--- src/pllc_defines.svh ---
// Purpose: Named offsets, field positions, reset values and counts.
// Assumes: Included by bare name from every design file that needs it.
// Notes: Definitions only.
`ifndef PLLC_DEFINES_SVH
`define PLLC_DEFINES_SVH

// Register offsets on the six-bit serial address.
`define PLLC_ADDR_STROBE 6'h00
`define PLLC_ADDR_ENABLE 6'h01
`define PLLC_ADDR_DRVFORCE 6'h02
`define PLLC_ADDR_REFPATH 6'h03
`define PLLC_ADDR_DUTY 6'h04

// Strobe register bits.
`define PLLC_STB_SWRST_REGS 0
`define PLLC_STB_SWRST_DIG 1
`define PLLC_STB_TEMP 3

// Enable register bits.
`define PLLC_EN_OSC_BUF 0
`define PLLC_EN_BIAS 1
`define PLLC_EN_REFDIV 2
`define PLLC_EN_XREF_DIG 3
`define PLLC_EN_DIVREF_DIG 4
`define PLLC_EN_SQR_DIG 5
`define PLLC_EN_SIN_DIG 6
`define PLLC_EN_SQ_BUF 7
`define PLLC_EN_SIN_BUF 8
`define PLLC_EN_MODCLK_OSC 9
`define PLLC_EN_PRESC 10
`define PLLC_EN_LKD_GATES 11
`define PLLC_EN_PUMP 12
`define PLLC_EN_MOD_RSTN 13
`define PLLC_EN_LOCK_RSTN 14
`define PLLC_EN_CSG_RSTN 15

// Driver force register bits.
`define PLLC_DRV_FORCE_VAL 0
`define PLLC_DRV_FORCE_EN 1

// Reference path register fields.
`define PLLC_REF_RATIO_MSB 13
`define PLLC_REF_SELECT 14
`define PLLC_REF_AUTO 15
`define PLLC_REF_SIN_SEL 16

// Reset values.
`define PLLC_RST_ENABLE 16'hfe9b
`define PLLC_RST_DRVFORCE 2'h3
`define PLLC_RST_REFPATH 17'h08001
`define PLLC_RST_DUTY 1'h0
`define PLLC_RATIO_ONE 14'h0001

// Serial frame positions, counted in serial clock rising edges.
`define PLLC_EDGE_ADDR_DONE 6'h07
`define PLLC_EDGE_DATA_FIRST 6'h08
`define PLLC_EDGE_DATA_LAST 6'h1f
`define PLLC_EDGE_DONE 6'h20

// Prescaler output low time in oscillator cycles.
`define PLLC_LOW_SHORT 6'h0f
`define PLLC_LOW_LONG 6'h2f

`endif

--- src/pllc_pkg.sv ---
// Purpose: Types shared by the control register bank and its helpers.
// Assumes: Constants live in pllc_defines.svh.
// Notes: Nothing here is imported; users write pllc_pkg::name.
package pllc_pkg;

  // Decoded serial write handed from the port to the register bank.
  typedef struct packed {
    logic valid;
    logic [5:0] addr;
    logic [23:0] data;
  } pllc_wr_t;

  // Controls delivered to the analog and loop blocks.
  typedef struct packed {
    logic loop_enable;
    logic osc_buf_on;
    logic presc_bias_on;
    logic ref_div_run;
    logic square_ref_buffer_on;
    logic sine_ref_buffer_on;
    logic mod_clk_from_osc;
    logic lock_gates_run;
    logic pump_output_enable;
    logic mod_run;
    logic lock_run;
    logic cycle_slip_guard;
    logic duty_long;
    logic [5:0] presc_low_cycles;
  } pllc_ctl_t;

endpackage : pllc_pkg

--- src/pllc_ctrl_bank.sv ---
// Purpose: Control register bank of a fractional-N synthesizer.
// Assumes: All inputs synchronous to clk_i; ticks are one-cycle pulses.
// Notes: Reached only over the four-wire serial port.
// Function
// Strobe bit 0 returns every configuration register to its default.
// Strobe bit 1 soft-resets the remaining digital logic.
// Strobe bit 3 clocks one temperature measurement; bit 2 unused.
// Bias enable low disables the whole synthesizer loop.
// Reference divider enable low holds the divider reset, like bypass.
// Square buffer needs sine-select low; sine buffer needs it high.
// Enable bit 9 picks the modulator clock: oscillator or reference.
// Bit 11 enables lock-detect logic and its output gates.
// Pump enable low leaves the pump output high impedance.
// Bit 13 low holds the fractional modulator in reset.
// Bit 14 low holds the lock detect circuit in reset.
// Bit 15 releases the cycle-slip guard flip-flops.
// Forced driver enable follows force value; else only during reads.
// Reference ratio divides the crystal input when enabled and selected.
// Divider select bit routes through divider when one, bypass when zero.
// Automatic selection bypasses the divider only when ratio is one.
// Reference bit 16 selects the sine-wave reference input.
// Duty mode bit stretches prescaler low time from 15 to 47.
// Enable bit 3 gates the crystal-muxed reference into the logic.
// Bits 4, 5, 6 deliver divided, square and sine clocks to logic.
// Bits 0 and 10 enable oscillator buffer and prescaler bias.
// Address zero reads a fixed identity code; writes act as strobes.
// Access is flag, six address bits, 24 data bits, MSB first.
// Strobes last one cycle; soft reset restores documented defaults.
`timescale 1ns/1ps
`default_nettype none
`include "pllc_defines.svh"
module pllc_ctrl_bank #(
  // Identity code returned at address zero; the value is arbitrary.
  parameter logic [23:0] CHIP_ID = 24'h0a5c3e
) (
  // Clock, reset and clock enable.
  input wire logic clk_i,
  input wire logic rst_i,
  input wire logic ce_i,
  // Serial port pins.
  input wire logic serial_clk_i,
  input wire logic serial_port_select_i,
  input wire logic serial_in_line_i,
  // Shared lock or serial output pin.
  output logic lock_or_serial_out_pin_o,
  output logic lock_or_serial_out_pin_oe_o,
  // Status and reference ticks from the loop.
  input wire logic lock_detect_i,
  input wire logic square_tick_i,
  input wire logic sine_tick_i,
  input wire logic osc_div_tick_i,
  // Controls to the loop blocks.
  output pllc_pkg::pllc_ctl_t ctl_o,
  // Clock ticks delivered to digital logic.
  output logic dig_ref_tick_o,
  output logic mod_clk_tick_o,
  // Soft reset and measurement strobes.
  output logic dig_soft_rst_o,
  output logic temp_measure_o
);

  // All state of the bank in one record.
  typedef struct packed {
    logic [15:0] enables;
    logic [1:0] drv_force;
    logic [16:0] ref_path;
    logic duty;
    logic reg_rst;
    logic dig_rst;
    logic temp;
    pllc_pkg::pllc_ctl_t ctl;
    logic pin_out;
    logic pin_oe;
    logic dig_tick;
    logic mod_tick;
  } pllc_bank_st_t;

  pllc_bank_st_t st_q;
  pllc_bank_st_t st_d;

  logic [5:0] rd_addr;
  logic [23:0] rd_data;
  pllc_pkg::pllc_wr_t wr;
  logic read_active;
  logic sdo;
  logic xref_tick;
  logic div_tick;
  logic div_rst;
  logic bias;

  // Address match shared by the read and write decoders.
  function automatic logic addr_is(input logic [5:0] a,
                                   input logic [5:0] b);
    addr_is = (a == b);
  endfunction : addr_is

  // Serial port slave.
  pllc_serial u_serial (
    .clk_i(clk_i),
    .rst_i(rst_i),
    .ce_i(ce_i),
    .serial_clk_i(serial_clk_i),
    .serial_port_select_i(serial_port_select_i),
    .serial_in_line_i(serial_in_line_i),
    .rd_addr_o(rd_addr),
    .rd_data_i(rd_data),
    .wr_o(wr),
    .read_active_o(read_active),
    .sdo_o(sdo)
  );

  // Read decode; the strobe register reads as the identity code.
  always_comb begin
    if (addr_is(rd_addr, `PLLC_ADDR_STROBE)) begin
      rd_data = CHIP_ID;
    end else if (addr_is(rd_addr, `PLLC_ADDR_ENABLE)) begin
      rd_data = {8'h00, st_q.enables};
    end else if (addr_is(rd_addr, `PLLC_ADDR_DRVFORCE)) begin
      rd_data = {22'h0, st_q.drv_force};
    end else if (addr_is(rd_addr, `PLLC_ADDR_REFPATH)) begin
      rd_data = {7'h00, st_q.ref_path};
    end else if (addr_is(rd_addr, `PLLC_ADDR_DUTY)) begin
      rd_data = {23'h0, st_q.duty};
    end else begin
      // Unmapped addresses read as zero.
      rd_data = 24'h000000;
    end
  end

  // The divider counter is cleared by the digital soft reset as well.
  assign div_rst = rst_i || st_q.dig_rst;
  assign bias = st_q.enables[`PLLC_EN_BIAS];

  // Crystal mux ahead of the divider, gated into the digital logic.
  assign xref_tick = st_q.enables[`PLLC_EN_XREF_DIG]
    && (st_q.ref_path[`PLLC_REF_SIN_SEL] ? sine_tick_i : square_tick_i);

  pllc_ref_div u_ref_div (
    .clk_i(clk_i),
    .rst_i(div_rst),
    .ce_i(ce_i),
    .enable_i(st_q.enables[`PLLC_EN_REFDIV] && bias),
    .select_i(st_q.ref_path[`PLLC_REF_SELECT]),
    .auto_i(st_q.ref_path[`PLLC_REF_AUTO]),
    .ratio_i(st_q.ref_path[`PLLC_REF_RATIO_MSB:0]),
    .ref_tick_i(xref_tick),
    .div_tick_o(div_tick)
  );

  // Register writes, strobes and derived controls.
  always_comb begin
    st_d = st_q;
    // Strobes act for exactly one cycle, then clear.
    st_d.reg_rst = 1'b0;
    st_d.dig_rst = 1'b0;
    st_d.temp = 1'b0;

    if (st_q.reg_rst) begin
      // Register soft reset restores every field to its default.
      st_d.enables = `PLLC_RST_ENABLE;
      st_d.drv_force = `PLLC_RST_DRVFORCE;
      st_d.ref_path = `PLLC_RST_REFPATH;
      st_d.duty = `PLLC_RST_DUTY;
    end else if (wr.valid) begin
      if (addr_is(wr.addr, `PLLC_ADDR_STROBE)) begin
        st_d.reg_rst = wr.data[`PLLC_STB_SWRST_REGS];
        st_d.dig_rst = wr.data[`PLLC_STB_SWRST_DIG];
        st_d.temp = wr.data[`PLLC_STB_TEMP];
      end else if (addr_is(wr.addr, `PLLC_ADDR_ENABLE)) begin
        st_d.enables = wr.data[15:0];
      end else if (addr_is(wr.addr, `PLLC_ADDR_DRVFORCE)) begin
        st_d.drv_force = wr.data[1:0];
      end else if (addr_is(wr.addr, `PLLC_ADDR_REFPATH)) begin
        st_d.ref_path = wr.data[16:0];
      end else if (addr_is(wr.addr, `PLLC_ADDR_DUTY)) begin
        st_d.duty = wr.data[0];
      end
    end

    // Everything in the loop is held off while bias is low.
    st_d.ctl.loop_enable = bias;
    st_d.ctl.osc_buf_on = bias && st_q.enables[`PLLC_EN_OSC_BUF];
    st_d.ctl.presc_bias_on = bias && st_q.enables[`PLLC_EN_PRESC];
    st_d.ctl.ref_div_run = bias && st_q.enables[`PLLC_EN_REFDIV];
    // A buffer only runs when the input select matches it.
    st_d.ctl.square_ref_buffer_on = bias
      && st_q.enables[`PLLC_EN_SQ_BUF]
      && !st_q.ref_path[`PLLC_REF_SIN_SEL];
    st_d.ctl.sine_ref_buffer_on = bias
      && st_q.enables[`PLLC_EN_SIN_BUF]
      && st_q.ref_path[`PLLC_REF_SIN_SEL];
    st_d.ctl.mod_clk_from_osc = st_q.enables[`PLLC_EN_MODCLK_OSC];
    st_d.ctl.lock_gates_run = bias
      && st_q.enables[`PLLC_EN_LKD_GATES];
    st_d.ctl.pump_output_enable = bias
      && st_q.enables[`PLLC_EN_PUMP];
    st_d.ctl.mod_run = bias && st_q.enables[`PLLC_EN_MOD_RSTN];
    st_d.ctl.lock_run = bias && st_q.enables[`PLLC_EN_LOCK_RSTN];
    st_d.ctl.cycle_slip_guard = bias
      && st_q.enables[`PLLC_EN_CSG_RSTN];
    st_d.ctl.duty_long = st_q.duty;
    st_d.ctl.presc_low_cycles = st_q.duty ? `PLLC_LOW_LONG
                                          : `PLLC_LOW_SHORT;

    // Clocks delivered to the digital logic, each on its own enable.
    st_d.dig_tick = bias && (
      (st_q.enables[`PLLC_EN_DIVREF_DIG] && div_tick)
      || (st_q.enables[`PLLC_EN_SQR_DIG] && square_tick_i)
      || (st_q.enables[`PLLC_EN_SIN_DIG] && sine_tick_i));
    // Modulator clock source; it stops while the modulator is in reset.
    st_d.mod_tick = bias && st_q.enables[`PLLC_EN_MOD_RSTN]
      && (st_q.enables[`PLLC_EN_MODCLK_OSC] ? osc_div_tick_i
                                            : div_tick);

    // Shared pin: forced enable, otherwise driven only during reads.
    if (st_q.drv_force[`PLLC_DRV_FORCE_EN]) begin
      st_d.pin_oe = st_q.drv_force[`PLLC_DRV_FORCE_VAL];
    end else begin
      st_d.pin_oe = read_active;
    end
    // Reads own the pin; between them it carries lock status.
    if (read_active) begin
      st_d.pin_out = sdo;
    end else begin
      st_d.pin_out = lock_detect_i && st_q.enables[`PLLC_EN_LKD_GATES]
        && st_q.enables[`PLLC_EN_LOCK_RSTN];
    end
  end

  // Power-on reset loads the same defaults as the register soft reset.
  always_ff @(posedge clk_i) begin
    if (rst_i) begin
      st_q <= '0;
      st_q.enables <= `PLLC_RST_ENABLE;
      st_q.drv_force <= `PLLC_RST_DRVFORCE;
      st_q.ref_path <= `PLLC_RST_REFPATH;
      st_q.duty <= `PLLC_RST_DUTY;
    end else if (ce_i) begin
      st_q <= st_d;
    end
  end

  // Every output comes straight from a flip-flop.
  assign ctl_o = st_q.ctl;
  assign lock_or_serial_out_pin_o = st_q.pin_out;
  assign lock_or_serial_out_pin_oe_o = st_q.pin_oe;
  assign dig_ref_tick_o = st_q.dig_tick;
  assign mod_clk_tick_o = st_q.mod_tick;
  assign dig_soft_rst_o = st_q.dig_rst;
  assign temp_measure_o = st_q.temp;

endmodule : pllc_ctrl_bank
`default_nettype wire

--- src/pllc_ref_div.sv ---
// Purpose: Reference divider with bypass and automatic bypass choice.
// Assumes: Input ticks are one-cycle pulses synchronous to clk_i.
// Notes: A ratio field of zero wraps to the full 2^14 count.
`timescale 1ns/1ps
`default_nettype none
`include "pllc_defines.svh"
module pllc_ref_div (
  // Clock, reset and enable.
  input wire logic clk_i,
  input wire logic rst_i,
  input wire logic ce_i,
  // Configuration.
  input wire logic enable_i,
  input wire logic select_i,
  input wire logic auto_i,
  input wire logic [13:0] ratio_i,
  // Reference ticks.
  input wire logic ref_tick_i,
  output logic div_tick_o
);

  typedef struct packed {
    logic [13:0] cnt;
    logic tick;
  } pllc_div_st_t;

  pllc_div_st_t st_q;
  pllc_div_st_t st_d;
  logic use_div;

  // Held in reset while disabled, which is the same as bypassing it.
  always_comb begin
    if (auto_i) begin
      use_div = enable_i && (ratio_i != `PLLC_RATIO_ONE);
    end else begin
      use_div = enable_i && select_i;
    end
    st_d = st_q;
    st_d.tick = 1'b0;
    if (!enable_i) begin
      st_d.cnt = '0;
      st_d.tick = ref_tick_i;
    end else if (!use_div) begin
      st_d.cnt = '0;
      st_d.tick = ref_tick_i;
    end else if (ref_tick_i) begin
      // One output tick every ratio input ticks.
      if (st_q.cnt == ratio_i - `PLLC_RATIO_ONE) begin
        st_d.cnt = '0;
        st_d.tick = 1'b1;
      end else begin
        st_d.cnt = st_q.cnt + `PLLC_RATIO_ONE;
      end
    end
  end

  always_ff @(posedge clk_i) begin
    if (rst_i) begin
      st_q <= '0;
    end else if (ce_i) begin
      st_q <= st_d;
    end
  end

  assign div_tick_o = st_q.tick;

endmodule : pllc_ref_div
`default_nettype wire

--- src/pllc_serial.sv ---
// Purpose: Four-wire serial port slave, oversampled by the system clock.
// Assumes: Serial pins are synchronous to clk_i; clock runs far faster.
// Notes: Read data is captured once the address is complete.
`timescale 1ns/1ps
`default_nettype none
`include "pllc_defines.svh"
module pllc_serial (
  // Clock, reset and enable.
  input wire logic clk_i,
  input wire logic rst_i,
  input wire logic ce_i,
  // Serial pins.
  input wire logic serial_clk_i,
  input wire logic serial_port_select_i,
  input wire logic serial_in_line_i,
  // Register bank side.
  output logic [5:0] rd_addr_o,
  input wire logic [23:0] rd_data_i,
  output pllc_pkg::pllc_wr_t wr_o,
  output logic read_active_o,
  output logic sdo_o
);

  typedef struct packed {
    logic sclk;
    logic [5:0] edges;
    logic [30:0] shift_in;
    logic [23:0] shift_out;
    logic rd;
    logic sdo;
    pllc_pkg::pllc_wr_t wr;
  } pllc_ser_st_t;

  pllc_ser_st_t st_q;
  pllc_ser_st_t st_d;
  logic rise;

  // Frame: flag, six address bits, 24 data bits, MSB first.
  always_comb begin
    st_d = st_q;
    st_d.sclk = serial_clk_i;
    st_d.wr.valid = 1'b0;
    rise = serial_clk_i && !st_q.sclk;
    if (!serial_port_select_i) begin
      st_d.edges = '0;
      st_d.rd = 1'b0;
    end else if (rise && st_q.edges != `PLLC_EDGE_DONE) begin
      st_d.edges = st_q.edges + 6'h01;
      if (st_q.edges < `PLLC_EDGE_DATA_LAST) begin
        st_d.shift_in = {st_q.shift_in[29:0], serial_in_line_i};
      end
      if (st_q.edges == '0) begin
        st_d.rd = serial_in_line_i;
      end
      if (st_q.edges + 6'h01 == `PLLC_EDGE_ADDR_DONE) begin
        st_d.shift_out = rd_data_i;
      end
      if (st_q.rd && st_q.edges + 6'h01 >= `PLLC_EDGE_DATA_FIRST
          && st_q.edges + 6'h01 <= `PLLC_EDGE_DATA_LAST) begin
        st_d.sdo = st_q.shift_out[23];
        st_d.shift_out = {st_q.shift_out[22:0], 1'b0};
      end
      if (!st_q.rd && st_q.edges + 6'h01 == `PLLC_EDGE_DONE) begin
        st_d.wr.valid = 1'b1;
        st_d.wr.addr = st_q.shift_in[29:24];
        st_d.wr.data = st_q.shift_in[23:0];
      end
    end
  end

  always_ff @(posedge clk_i) begin
    if (rst_i) begin
      st_q <= '0;
    end else if (ce_i) begin
      st_q <= st_d;
    end
  end

  // The address is complete and stable when the data is captured.
  assign rd_addr_o = {st_q.shift_in[4:0], serial_in_line_i};
  assign wr_o = st_q.wr;
  assign read_active_o = st_q.rd;
  assign sdo_o = st_q.sdo;

endmodule : pllc_serial
`default_nettype wire

--- config.mk ---
export PLATFORM = sky130hd
export DESIGN_NAME = pllc_ctrl_bank
export DESIGN_NICKNAME = d
export VERILOG_FILES = /design/src/pllc_pkg.sv /design/src/pllc_ctrl_bank.sv /design/src/pllc_ref_div.sv /design/src/pllc_serial.sv
export VERILOG_INCLUDE_DIRS = /design/src
export SDC_FILE = /design/constraint.sdc
export NUM_CORES = 1
export LEC_CHECK = 0
export BUFFER_PORTS_ARGS = -buffer_cell sky130_fd_sc_hd__buf_2
export CAP_MARGIN = 10
export CORE_MARGIN = 3
export CORE_UTILIZATION = 50
export CTS_CLUSTER_SIZE = 10
export DETAILED_ROUTE_END_ITERATION = 10
export PLACE_DENSITY_LB_ADDON = 0.15
export SETUP_SLACK_MARGIN = 0.1
export SYNTH_ARGS = -nofsm -noshare
export SYNTH_HDL_FRONTEND = slang
export SYNTH_HIERARCHICAL = 1
export SYNTH_SLANG_ARGS = --single-unit
--- constraint.sdc ---
create_clock -name clk_i -period 2.4 [get_ports clk_i]
set_input_delay 0.36 -clock clk_i [delete_from_list [all_inputs] [get_ports clk_i]]
set_output_delay 0.36 -clock clk_i [all_outputs]
set_load 0.02 [all_outputs]
==> metrics.cfg <==
[outcome]
status = complete, but fails checks
violations = negative setup slack

[timing]
slew_headroom_pct = 58.7
clock_skew_ns = 0.0105
fin_hold_ws_ns = 0.200
finalHoldViolCount = 0
fin_crit_ns = 2.45
setup_violations = 4
worst_pin_slew_ns = 0.620
finalCritPeriodShare_pct = 102
grt_setup_unrepaired = true
fin_setup_tns_ns = -0.0979
maxSlewViolCount = 0
max_freq_mhz = 408
setup_ws_ns = -0.0512

[floorplanning]
start_util_pct = 51.7
fp.coreArea_sq_um = 16100
die_x_um = 135
fp-row-count = 46
pin_count = 35
die_area_sq_um = 18300
die_h_um = 135

[clock_tree]
clock-sinks = 159
htreeDepth = 4
clock_latency_ns = 0.42
cts_max_path_buffers = 2
clockRootBuffer = clkbuf_16
cts_tree = yes
hold_buffers = 0
clkTransAtPathRegs_ns = 0.07
cts_made_buffers = 17

[pwr]
p_per_area_nw_per_um2 = 602
ir_drop_v = 0.000506
p_leak_uw = 0.00390

[routing]
routed-via-count = 6902
drtIter0Drc = 411
wl_per_cell_um = 17.0
routed_wirelength_mm = 20.7
drt-vias-per-instance = 5.66
drc = 0
drtAntennaViolNets = 0
firstDrtPassIters = 5

[global_routing]
grt_pass1_vias = 6156
grt_pass1_wl_mm = 33.2
grt_usage_pct = 22.9
grt_max_degree = 48
grt_overflow = 0
antenna_found_initial = 0

[place]
placedCellCount = 1176
portBuffers = 33
hpwl_mm = 13.9
placed_cell_area_sq_um = 8600
routabilityCongestion = 0.857

[setup_path]
slowest_stage = a2111o_1
crit_path_end_kind = flop
critPathBufInv = 1
path_class = reg2reg
crit_chain = nor4_4 > buf_4 > nand2_2 > or3_4 > a2111o_1 > and4b_2 > nor3_2 > mux2_2
crit_family = simple AND/OR/NAND/NOR gates
cp.arrival_ns = 2.77
crit_required_ns = 2.72
start_kind = flop
worstPathMaxFanout = 4
slowest_delay_ns = 0.39

[cells_and_area]
fin_util_pct = 58.7
area_delta_synth_final_pct = 13.6
final_cell_count_no_fill = 1220
finalNetCount = 1008
antenna_cells = 0
drive_above_1_share_pct = 22.5
fill_cells = 1465
mostFrequentLayoutCell = nand2_1
fin_area_sq_um = 9470
layout_common_cells = nand2_1, dfxtp_1, a21oi_1

[min_path]
hold_path.class = in2reg

[yosys]
netlist_area_sq_um = 8330
ys_warn_count = 6
syn-instance-count = 974
avgSynthCellArea_sq_um = 8.56

[run]
maxCapViolations = 0

worst paths after layout:
kind                     startpoint                end  slack [ns]  cells past startpoint
setup / recovery           st_q[31]  u_ref_div/st_q[1]       -0.05                      8
hold / removal         serial_clk_i  u_serial/st_q[94]        0.20                      3
setup reg to reg           st_q[31]  u_ref_div/st_q[1]       -0.05                      8
hold reg to reg   u_serial/st_q[75]  u_serial/st_q[76]        0.45                      2
flip-flops by register name, indices dropped and copies added, names as in the netlist:
name and flops:
ctl_o 14, st_d 2, u_serial/read_active_o 1, bias 1, st_q 34, u_ref_div/st_q 14
u_ref_div/div_tick_o 1, u_serial/wr_o 24, dig_soft_rst_o 1, mod_clk_tick_o 1, lock_or_serial_out_pin_oe_o 1, u_serial/rd_addr_o 5
lock_or_serial_out_pin_o 1, temp_measure_o 1, u_serial/sdo_o 1, u_serial/st_q 56, dig_ref_tick_o 1
cell type report:
cell class	count	area [sq um]	area share, %
inverter	23	86.3	0.912
clock buffer	18	439	4.64
multi-input combinational	681	4500	47.5
sequential	159	3200	33.8
tap	216	270	2.85
clock inverter	14	158	1.67
timing repair buffer	109	820	8.66
worst register-to-register path, cell delays in order, from the launching register on:
cell and delay, ns:
dfxtp_2 0.35, nor4_4 0.34, buf_4 0.17, nand2_2 0.04, or3_4 0.36, a2111o_1 0.39
and4b_2 0.36, nor3_2 0.08, mux2_2 0.27
report_power, final:
part           internal (uW)  total (uW)  switching (uW)
Combinational           97.7         306             208
Clock                   1580        2720            1150
Sequential              2660        2670            13.3
Total                   4330        5700            1370
through the flow:
stage | power [uW] | setup slack, ns
finish | 5700 | -0.0512
CTS | 5750 | -0.0115
floorplan | 2960 | -0.0588
detailed placement | 3020 | -0.151
global placement | 3020 | -0.0707
global route | 5910 | -0.137
metal layers:
layer	share of wire (%)	vias to the layer above	global-route usage [%]
met5	0	-	0
met4	1.8	0	7.22
met3	5.0	25	4.25
li1	-	3421	-
met2	44	178	34.0
met1	49	3278	33.7
timing repair:
item,in CTS,in global routing
setup endpoints to repair,14,40
gates resized for setup,22,19
buffers inserted,7,3
pin swaps,14,15
cloned,1,1
Note: power is estimated with default switching activity, not from simulation.
